### config.mk
export PLATFORM = sky130hd
export DESIGN_NAME = sdram_command_init_mode
export DESIGN_NICKNAME = d
export VERILOG_FILES = /design/src/verilog/sdram_cmd_pkg.sv /design/src/verilog/sdram_command_init_mode.sv /design/src/verilog/burst_column_gen.sv
export SDC_FILE = /design/constraint.sdc
export NUM_CORES = 1
export LEC_CHECK = 0
export BUFFER_PORTS_ARGS = -buffer_cell sky130_fd_sc_hd__buf_2
export CORE_MARGIN = 8
export CORE_UTILIZATION = 50
export CTS_CLUSTER_SIZE = 24
export DETAILED_ROUTE_END_ITERATION = 10
export PLACE_DENSITY_LB_ADDON = 0.2
export SKIP_CTS_REPAIR_TIMING = 1
export SLEW_MARGIN = 40
export SYNTH_ARGS = -nofsm -noshare
export SYNTH_HDL_FRONTEND = slang
export SYNTH_SLANG_ARGS = --single-unit
### constraint.sdc
create_clock -name clk_sys -period 4.9 [get_ports clk_sys]
set_input_delay 0.49 -clock clk_sys [delete_from_list [all_inputs] [get_ports clk_sys]]
set_output_delay 0.49 -clock clk_sys [all_outputs]
set_load 0.05 [all_outputs]
### src/verilog/sdram_cmd_pkg.sv
package sdram_cmd_pkg;

  localparam int ADDR_W     = 13;
  localparam int BANK_W     = 2;
  localparam int NUM_BANKS  = 4;
  localparam int COL_W      = 11;

  // mode register field positions
  localparam int BL_LSB     = 0;
  localparam int BL_MSB     = 2;
  localparam int BT_BIT     = 3;
  localparam int CL_LSB     = 4;
  localparam int CL_MSB     = 6;
  localparam int OPM_LSB    = 7;
  localparam int OPM_MSB    = 12;

  // burst length codes
  localparam logic [2:0] BL_ONE   = 3'h0;
  localparam logic [2:0] BL_TWO   = 3'h1;
  localparam logic [2:0] BL_FOUR  = 3'h2;
  localparam logic [2:0] BL_EIGHT = 3'h3;
  localparam logic [2:0] BL_PAGE  = 3'h7;

  // read latency codes
  localparam logic [2:0] CL_TWO   = 3'h2;
  localparam logic [2:0] CL_THREE = 3'h3;

  // operation mode codes
  localparam logic [5:0] OPM_BURST_WR  = 6'h00;
  localparam logic [5:0] OPM_SINGLE_WR = 6'h01;

  // strobe patterns {row, column, write}, active low
  localparam logic [2:0] STB_ACTIVATE  = 3'h3;
  localparam logic [2:0] STB_PRECHARGE = 3'h2;
  localparam logic [2:0] STB_WRITE     = 3'h4;
  localparam logic [2:0] STB_READ      = 3'h5;
  localparam logic [2:0] STB_MODE_SET  = 3'h0;
  localparam logic [2:0] STB_NOP       = 3'h7;
  localparam logic [2:0] STB_STOP      = 3'h6;
  localparam logic [2:0] STB_REFRESH   = 3'h1;

  typedef enum logic [3:0] {
    CMD_DESELECT, CMD_NOP, CMD_ACTIVATE, CMD_PRECHARGE, CMD_PRECHARGE_ALL,
    CMD_WRITE, CMD_WRITE_AP, CMD_READ, CMD_READ_AP, CMD_MODE_SET,
    CMD_BURST_STOP, CMD_REFRESH
  } cmd_type;

  typedef enum logic [2:0] {
    PWR_NORMAL, PWR_SELF_REFRESH, PWR_SUSPEND, PWR_POWER_DOWN
  } pwr_type;

  // sampled command pins
  typedef struct packed {
    logic              device_select_n;
    logic              row_strobe_n;
    logic              column_strobe_n;
    logic              write_strobe_n;
    logic              byte_mask;
    logic [BANK_W-1:0] bank_sel;
    logic [ADDR_W-1:0] addr_bus;
  } pins_type;

  // mode register contents
  typedef struct packed {
    logic [5:0] op_mode;
    logic [2:0] read_latency_field;
    logic       burst_order_bit;
    logic [2:0] burst_len_field;
  } mode_type;

endpackage

### src/verilog/sdram_command_init_mode.sv
`timescale 1ns/1ps
// Summary of operation
// - commands decoded only from select, strobes and address bit 10 sampled at rising clock edge
// - strobe patterns decode to activate, precharge, read, write, mode set, stop, refresh
// - clock gate previous and current levels select normal, refresh, suspend, power-down
// - bank commands check and change only the bank chosen by bank select, except precharge all, which closes every bank
// - clock gate falling during a burst gives clock suspend, or self refresh on a refresh with all banks closed, never power-down
// - mode register holds no defined value until the controller programs it
// - a later mode set replaces the whole register
// - row, column and write strobes low load mode register from address
// - mode register holds burst length, burst order, read latency, operation mode
// - burst length on bits 2..0: 1,2,4,8 words, 111 full page sequential only
// - bit 3 selects burst order; bits 6..4 give read latency two or three
// - bits 12..7 select burst writes or single-location writes
// - burst column wraps to start of its aligned block
module sdram_command_init_mode (
  input  wire logic                             clk_sys,
  input  wire logic                             sys_rst,
  input  wire logic                             clock_gate,
  input  wire logic                             device_select_n,
  input  wire logic                             row_strobe_n,
  input  wire logic                             column_strobe_n,
  input  wire logic                             write_strobe_n,
  input  wire logic                             byte_mask,
  input  wire logic                             bank_sel_lo,
  input  wire logic                             bank_sel_hi,
  input  wire logic [sdram_cmd_pkg::ADDR_W-1:0] addr_bus,
  output sdram_cmd_pkg::cmd_type                cmd,
  output logic                                  cmd_accepted,
  output logic                                  cmd_illegal,
  output sdram_cmd_pkg::pwr_type                pwr_state,
  output logic [sdram_cmd_pkg::NUM_BANKS-1:0]   bank_active,
  output logic                                  mode_valid,
  output sdram_cmd_pkg::mode_type               operating_mode_setting,
  output logic                                  mode_reserved,
  output logic                                  burst_busy,
  output logic                                  burst_is_write,
  output logic [sdram_cmd_pkg::COL_W-1:0]       burst_column,
  output logic                                  data_enable
);

  sdram_cmd_pkg::pins_type pins;
  sdram_cmd_pkg::cmd_type  dec;
  logic                    gate_prev;
  logic                    gate_now;
  logic [1:0]              bank;
  logic                    bank_ok;
  logic                    mode_ok;
  logic                    all_idle;
  logic                    frozen;
  logic [sdram_cmd_pkg::COL_W-1:0] burst_left;
  logic [sdram_cmd_pkg::COL_W-1:0] len_words;
  logic                    start_burst;
  logic                    advance;
  logic                    auto_close;
  logic [1:0]              close_bank;

  // decode the strobe pattern into a command
  function automatic sdram_cmd_pkg::cmd_type decode(input sdram_cmd_pkg::pins_type p);
    logic [2:0] s;
    s = {p.row_strobe_n, p.column_strobe_n, p.write_strobe_n};
    if (p.device_select_n) begin
      decode = sdram_cmd_pkg::CMD_DESELECT;
    end else begin
      unique case (s)
        sdram_cmd_pkg::STB_ACTIVATE:  decode = sdram_cmd_pkg::CMD_ACTIVATE;
        sdram_cmd_pkg::STB_PRECHARGE: decode = p.addr_bus[10] ? sdram_cmd_pkg::CMD_PRECHARGE_ALL
                                                              : sdram_cmd_pkg::CMD_PRECHARGE;
        sdram_cmd_pkg::STB_WRITE:     decode = p.addr_bus[10] ? sdram_cmd_pkg::CMD_WRITE_AP
                                                              : sdram_cmd_pkg::CMD_WRITE;
        sdram_cmd_pkg::STB_READ:      decode = p.addr_bus[10] ? sdram_cmd_pkg::CMD_READ_AP
                                                              : sdram_cmd_pkg::CMD_READ;
        sdram_cmd_pkg::STB_MODE_SET:  decode = sdram_cmd_pkg::CMD_MODE_SET;
        sdram_cmd_pkg::STB_NOP:       decode = sdram_cmd_pkg::CMD_NOP;
        sdram_cmd_pkg::STB_STOP:      decode = sdram_cmd_pkg::CMD_BURST_STOP;
        sdram_cmd_pkg::STB_REFRESH:   decode = sdram_cmd_pkg::CMD_REFRESH;
      endcase
    end
  endfunction

  // burst length code to word count; zero means full page
  function automatic logic [sdram_cmd_pkg::COL_W-1:0] words(input logic [2:0] code);
    unique case (code)
      sdram_cmd_pkg::BL_ONE:   words = sdram_cmd_pkg::COL_W'(1);
      sdram_cmd_pkg::BL_TWO:   words = sdram_cmd_pkg::COL_W'(2);
      sdram_cmd_pkg::BL_FOUR:  words = sdram_cmd_pkg::COL_W'(4);
      sdram_cmd_pkg::BL_EIGHT: words = sdram_cmd_pkg::COL_W'(8);
      default:                 words = '0;
    endcase
  endfunction

  // capture every pin at the rising edge; the host is on this clock
  always_ff @(posedge clk_sys or posedge sys_rst) begin
    if (sys_rst) begin
      pins     <= '{device_select_n: 1'b1, row_strobe_n: 1'b1, column_strobe_n: 1'b1,
                    write_strobe_n: 1'b1, byte_mask: 1'b1, default: '0};
      gate_now <= 1'b1;
    end else begin
      pins     <= '{device_select_n, row_strobe_n, column_strobe_n, write_strobe_n,
                    byte_mask, {bank_sel_hi, bank_sel_lo}, addr_bus};
      gate_now <= clock_gate;
    end
  end

  // previous gate level, one clock before the command
  always_ff @(posedge clk_sys or posedge sys_rst) begin
    if (sys_rst) begin
      gate_prev <= 1'b1;
    end else begin
      gate_prev <= gate_now;
    end
  end

  assign dec      = decode(pins);
  assign bank     = pins.bank_sel;
  assign all_idle = (bank_active == '0);
  assign frozen   = (pwr_state != sdram_cmd_pkg::PWR_NORMAL) || !gate_prev;
  assign len_words = words(operating_mode_setting.burst_len_field);

  // legality against the selected bank's state; mode set and refresh against all banks
  always_comb begin
    bank_ok = 1'b1;
    unique case (dec)
      sdram_cmd_pkg::CMD_ACTIVATE:  bank_ok = !bank_active[bank] && mode_valid;
      sdram_cmd_pkg::CMD_WRITE, sdram_cmd_pkg::CMD_WRITE_AP,
      sdram_cmd_pkg::CMD_READ, sdram_cmd_pkg::CMD_READ_AP:
                                    bank_ok = bank_active[bank] && mode_valid;
      sdram_cmd_pkg::CMD_MODE_SET, sdram_cmd_pkg::CMD_REFRESH:
                                    bank_ok = all_idle;
      default:                      bank_ok = 1'b1;
    endcase
  end

  assign cmd_accepted = !frozen && bank_ok && dec != sdram_cmd_pkg::CMD_DESELECT
                        && dec != sdram_cmd_pkg::CMD_NOP;
  assign cmd_illegal  = !frozen && !bank_ok;
  assign cmd          = dec;

  // power state from previous and current gate levels
  always_ff @(posedge clk_sys or posedge sys_rst) begin
    if (sys_rst) begin
      pwr_state <= sdram_cmd_pkg::PWR_NORMAL;
    end else begin
      unique case (pwr_state)
        sdram_cmd_pkg::PWR_NORMAL: begin
          if (gate_prev && !gate_now) begin
            if (dec == sdram_cmd_pkg::CMD_REFRESH && all_idle) begin
              pwr_state <= sdram_cmd_pkg::PWR_SELF_REFRESH;
            end else if (burst_busy) begin
              pwr_state <= sdram_cmd_pkg::PWR_SUSPEND;
            end else begin
              pwr_state <= sdram_cmd_pkg::PWR_POWER_DOWN;
            end
          end
        end
        sdram_cmd_pkg::PWR_SUSPEND: begin
          if (!gate_prev && gate_now) pwr_state <= sdram_cmd_pkg::PWR_NORMAL;
        end
        default: begin
          if (!gate_prev && gate_now && (dec == sdram_cmd_pkg::CMD_DESELECT ||
              dec == sdram_cmd_pkg::CMD_NOP)) begin
            pwr_state <= sdram_cmd_pkg::PWR_NORMAL;
          end
        end
      endcase
    end
  end

  // per-bank open/closed tracking; a command in the last beat of an auto-close burst must not lose the close
  always_ff @(posedge clk_sys or posedge sys_rst) begin
    if (sys_rst) begin
      bank_active <= '0;
    end else begin
      if (burst_busy && burst_left == sdram_cmd_pkg::COL_W'(1) && advance && auto_close) begin
        bank_active[close_bank] <= 1'b0;
      end
      if (cmd_accepted) begin
        if (dec == sdram_cmd_pkg::CMD_ACTIVATE) bank_active[bank] <= 1'b1;
        if (dec == sdram_cmd_pkg::CMD_PRECHARGE) bank_active[bank] <= 1'b0;
        if (dec == sdram_cmd_pkg::CMD_PRECHARGE_ALL) bank_active <= '0;
      end
    end
  end

  // mode register: undefined until first mode set, whole word replaced
  always_ff @(posedge clk_sys or posedge sys_rst) begin
    if (sys_rst) begin
      mode_valid <= 1'b0;
    end else if (cmd_accepted && dec == sdram_cmd_pkg::CMD_MODE_SET) begin
      mode_valid <= 1'b1;
    end
  end

  always_ff @(posedge clk_sys) begin
    if (!sys_rst && cmd_accepted && dec == sdram_cmd_pkg::CMD_MODE_SET) begin
      operating_mode_setting <= pins.addr_bus[sdram_cmd_pkg::OPM_MSB:sdram_cmd_pkg::BL_LSB];
    end
  end

  // reserved codes flagged: latency, length, page with interleave, op mode
  always_comb begin
    mode_ok = (operating_mode_setting.read_latency_field == sdram_cmd_pkg::CL_TWO ||
               operating_mode_setting.read_latency_field == sdram_cmd_pkg::CL_THREE);
    if (operating_mode_setting.burst_len_field == sdram_cmd_pkg::BL_PAGE) begin
      mode_ok = mode_ok && !operating_mode_setting.burst_order_bit;
    end else if (len_words == '0) begin
      mode_ok = 1'b0;
    end
    if (operating_mode_setting.op_mode != sdram_cmd_pkg::OPM_BURST_WR &&
        operating_mode_setting.op_mode != sdram_cmd_pkg::OPM_SINGLE_WR) begin
      mode_ok = 1'b0;
    end
  end
  assign mode_reserved = mode_valid && !mode_ok;

  // burst tracking; frozen while suspended
  assign start_burst = cmd_accepted && (dec == sdram_cmd_pkg::CMD_READ || dec == sdram_cmd_pkg::CMD_READ_AP ||
                       dec == sdram_cmd_pkg::CMD_WRITE || dec == sdram_cmd_pkg::CMD_WRITE_AP);
  assign advance     = burst_busy && !frozen;

  always_ff @(posedge clk_sys or posedge sys_rst) begin
    if (sys_rst) begin
      burst_busy     <= 1'b0;
      burst_is_write <= 1'b0;
      burst_left     <= '0;
      auto_close     <= 1'b0;
      close_bank     <= '0;
    end else if (start_burst) begin
      burst_busy     <= 1'b1;
      burst_is_write <= pins.write_strobe_n == 1'b0;
      auto_close     <= pins.addr_bus[10];
      close_bank     <= bank;
      // single-location write mode shortens write bursts to one word
      if (!pins.write_strobe_n && operating_mode_setting.op_mode == sdram_cmd_pkg::OPM_SINGLE_WR) begin
        burst_left   <= sdram_cmd_pkg::COL_W'(1);
      end else begin
        burst_left   <= len_words;
      end
    end else if (cmd_accepted && dec == sdram_cmd_pkg::CMD_BURST_STOP) begin
      burst_busy     <= 1'b0;
    end else if (advance) begin
      burst_left     <= burst_left - sdram_cmd_pkg::COL_W'(1);
      if (burst_left == sdram_cmd_pkg::COL_W'(1)) burst_busy <= 1'b0;
    end
  end

  // data path enable follows byte mask during a burst
  always_ff @(posedge clk_sys or posedge sys_rst) begin
    if (sys_rst) begin
      data_enable <= 1'b0;
    end else begin
      data_enable <= burst_busy && !frozen && !pins.byte_mask;
    end
  end

  burst_column_gen #(
    .COL_W (sdram_cmd_pkg::COL_W)
  ) u_col (
    .clk_sys         (clk_sys),
    .sys_rst         (sys_rst),
    .start           (start_burst),
    .advance         (advance),
    .start_col       ({pins.addr_bus[11], pins.addr_bus[9:0]}), // column skips the auto-close bit
    .burst_len_field (operating_mode_setting.burst_len_field),
    .burst_order_bit (operating_mode_setting.burst_order_bit),
    .column          (burst_column)
  );
endmodule

### src/verilog/burst_column_gen.sv
`timescale 1ns/1ps
// column sequencer for one burst: wraps within its aligned block
module burst_column_gen #(
  parameter int COL_W = sdram_cmd_pkg::COL_W
) (
  input  wire logic             clk_sys,
  input  wire logic             sys_rst,
  input  wire logic             start,
  input  wire logic             advance,
  input  wire logic [COL_W-1:0] start_col,
  input  wire logic [2:0]       burst_len_field,
  input  wire logic             burst_order_bit,
  output logic      [COL_W-1:0] column
);

  logic [COL_W-1:0] base_col;
  logic [COL_W-1:0] count;
  logic [COL_W-1:0] wrap_mask;
  logic [COL_W-1:0] next_seq;

  // block mask from burst length; full page wraps over the whole row
  always_comb begin
    unique case (burst_len_field)
      sdram_cmd_pkg::BL_TWO:   wrap_mask = COL_W'(1);
      sdram_cmd_pkg::BL_FOUR:  wrap_mask = COL_W'(3);
      sdram_cmd_pkg::BL_EIGHT: wrap_mask = COL_W'(7);
      sdram_cmd_pkg::BL_PAGE:  wrap_mask = '1;
      default:                 wrap_mask = '0;
    endcase
  end

  // sequential adds, interleaved xors the offset inside the block
  always_comb begin
    if (burst_order_bit && burst_len_field != sdram_cmd_pkg::BL_PAGE) begin
      next_seq = (base_col & ~wrap_mask) | ((base_col ^ (count + COL_W'(1))) & wrap_mask);
    end else begin
      next_seq = (base_col & ~wrap_mask) | ((base_col + count + COL_W'(1)) & wrap_mask);
    end
  end

  // column register and offset counter
  always_ff @(posedge clk_sys or posedge sys_rst) begin
    if (sys_rst) begin
      base_col <= '0;
      count    <= '0;
      column   <= '0;
    end else if (start) begin
      base_col <= start_col;
      count    <= '0;
      column   <= start_col;
    end else if (advance) begin
      count    <= count + COL_W'(1);
      column   <= next_seq;
    end
  end

endmodule

==> impl_metrics.py <==
metrics = {
    "yosys": {
        "async_flop_share_pct": 85.9,
        "synth_cells": 450,
        "synth_top_area_cell": "dfrtp_1",
        "synth.most_common_cell": "dfrtp_1",
        "yosys-top-cells-count": "dfrtp_1 (72), nand2_1 (69), nor2_1 (41), o21ai_0 (27), a21oi_1 (20)",
        "yosys-top-cells-area": "dfrtp_1 (40%), edfxtp_1 (8.6%), nand2_1 (5.7%)",
        "synth_edf_count": 13,
        "synth_nets": 487,
        "synth-seq-area-share_pct": 52.2,
        "ys_ff_latch": 92,
        "synth_ff_type": "dfrtp_1",
        "synthDistinctLibCells": 68,
        "ys.warnings.count": 0,
        "syn_area_per_cell_um2": 10.1,
        "syn_area_um2": 4550,
        "yosysTopAreaCellShare_pct": 39.6,
    },
    "sta": {
        "slew_headroom_pct": 55.7,
        "final.period_utilization_pct": 61.3,
        "min_period_ps": 3000,
        "setup_viol": 0,
        "setup_slack_ps": 1900,
        "rsz0062_at_grt": "false",
        "fin_tns_setup_ps": 0,
        "holdWs_ps": 195,
        "hold_viol_final": 0,
        "worst_pin_slew_ps": 664,
        "finalClockSkew_ps": 18.4,
        "slew_viol_final": 0,
        "max_freq_ghz": 0.333,
    },
    "power": {
        "p_leak_nw": 2.49,
        "power_density_nw_per_um2": 277,
        "peakVddDrop_uv": 150,
        "p_total_mw": 1.43,
    },
    "detailed_routing": {
        "drt-pass1-iter-count": 4,
        "drt-initial-drc-count": 249,
        "via_per_inst": 5.65,
        "vias": 3534,
        "ant_nets": 0,
        "drcViolationCount": 0,
        "wl_per_cell_um": 17.2,
        "routed_wl_um": 10800,
    },
    "critical_path": {
        "cpMaxStageDelayCell": "mux4_2",
        "path_buf_inv": 1,
        "startpoint_type": "flop",
        "cp_top_family": "multiplexers",
        "max_stage_delay_ps": 600,
        "cp-end-kind": "primary output",
        "worstPathRequired_ps": 4410,
        "crit_chain": "mux4_2, nor3_1, nand4b_1, o211ai_2, buf_2",
        "crit_arrival_ps": 2510,
        "crit_fanout": 7,
        "path_class": "reg2out",
    },
    "placed_design": {
        "dp_slack_ps": 2030,
        "hpwl_um": 7810,
        "post-place-cells": 610,
        "place_congestion": 0.904,
        "dpl_cell_area_um2": 4970,
        "io_buffer_count": 63,
    },
    "floorplan": {
        "rows": 35,
        "initial_core_util_pct": 50.5,
        "die_area_um2": 12400,
        "die_height_um": 111,
        "core-area_um2": 9020,
        "die_w_um": 111,
        "io_pins": 65,
    },
    "cells_and_area": {
        "layout.cells.non_filler": 626,
        "fin_area_um2": 5170,
        "nets": 547,
        "finish.utilization_pct": 57.3,
        "antenna_cells": 0,
        "drive_gt1_share_pct": 20.8,
        "fillCellCount": 792,
        "area_delta_synth_final_pct": 13.5,
    },
    "job": {
        "maxCapViolCount": 0,
    },
    "grt": {
        "grt_max_degree": 43,
        "grt_use_total_pct": 17.8,
        "antenna_found_initial": 0,
        "grt_pass1_vias": 3711,
        "gr-total-overflow": 0,
        "grt_pass1_wl_um": 18300,
    },
    "clocking": {
        "htreeDepth": 3,
        "cts_tree": "built",
        "clock_latency_ps": 370,
        "clkTransAtPathRegs_ps": 110,
        "clockBufferDepth": 2,
        "cts.sinks": 92,
        "ctsRootBufferMaster": "clkbuf_8",
        "numCtsBuffers": 9,
    },
    "hold_path": {
        "hold_path_class": "in2async",
    },
    "outcome": {
        "status": "finished, final reports clean",
    },
}
==> logic make-up (layout without fill, tap and decap cells) <==
kind of cell,count (synthesis),after routing,synth area share (%)
simple gates,182,182,20.4
compound gates,106,106,15.5
flops,92,92,52.2
buf+inv,30,95,2.75
xor+xnor,23,23,4.42
fa+ha+maj,14,14,4.01
mux,2,2,0.714
other cells,1,1,0.0823
==> report_power, final <==
group          internal, mW  leakage [nW]  switching [mW]
clock                 0.202         0.103           0.306
combinational        0.0301          1.23          0.0745
sequential            0.791          1.16          0.0256
==> flip-flops by register name (all words and copies together), names as in the netlist, 2 cells and up <==
| signal | cells |
|---|---|
| pins | 18 |
| bank | 2 |
| pwr_state | 2 |
| close_bank | 2 |
| u_col.count | 11 |
| operating_mode_setting | 13 |
| bank_active | 4 |
| u_col.base_col | 11 |
| u_col.column | 11 |
| burst_left | 11 |
==> worst register-to-register path, stage by stage (launching register included) <==
cell,delay (ps)
dfrtp_1,460
mux4_2,600
nor3_1,270
nand4b_1,270
o211ai_2,230
nand3_1,170
nor2_2,550
==> layout make-up <==
type                       instances  area [um2]  share of cell area [%]
clock buffer                       9         124                    2.40
clock inverter                     7        73.8                    1.43
inverter                          13        50.0                   0.968
multi-input combinational        328        2070                    40.0
sequential                        92        2380                    45.9
tap                              111         139                    2.69
timing repair buffer              66         338                    6.53
==> placed cells by master, fill, tap and decap left out, types with 10 or more instances in the layout <==
cell type	n
xnor2_1	11
nand3_1	10
dfrtp_1	72
edfxtp_1	13
xor2_1	12
ha_1	13
nor2_1	40
nand2_1	69
o21ai_0	27
inv_1	12
buf_2	63
a21oi_1	20
==> final timing paths <==
kind	startpoint	end	slack, ps	cells past startpoint
max in group asynchronous	sys_rst	pins[18]$_DFF_PP1_	3730	3
setup reg to reg	bank[0]$_DFF_PP0_	operating_mode_setting[8]$_DFFE_PP_	2010	6
min in group clk_sys	byte_mask	pins[15]$_DFF_PP1_	200	1
hold / removal	sys_rst	u_col.base_col[0]$_DFFE_PP0P_	190	2
hold reg to reg	gate_now$_DFF_PP1_	gate_prev$_DFF_PP1_	400	0
setup / recovery	bank[0]$_DFF_PP0_	cmd_accepted	1900	5
==> layer usage <==
layer  track usage (%)  vias up  part of all wire, %  routed length [um]
met5                 0        -                    0                   0
met4              6.67        0                  1.7                 187
met3              5.05       15                  5.3                 567
met2              30.0       92                   50                5410
met1              21.0     1703                   43                4580
li1                  -     1724                    -                   -
No activity file was read; power rests on OpenSTA's default activity.
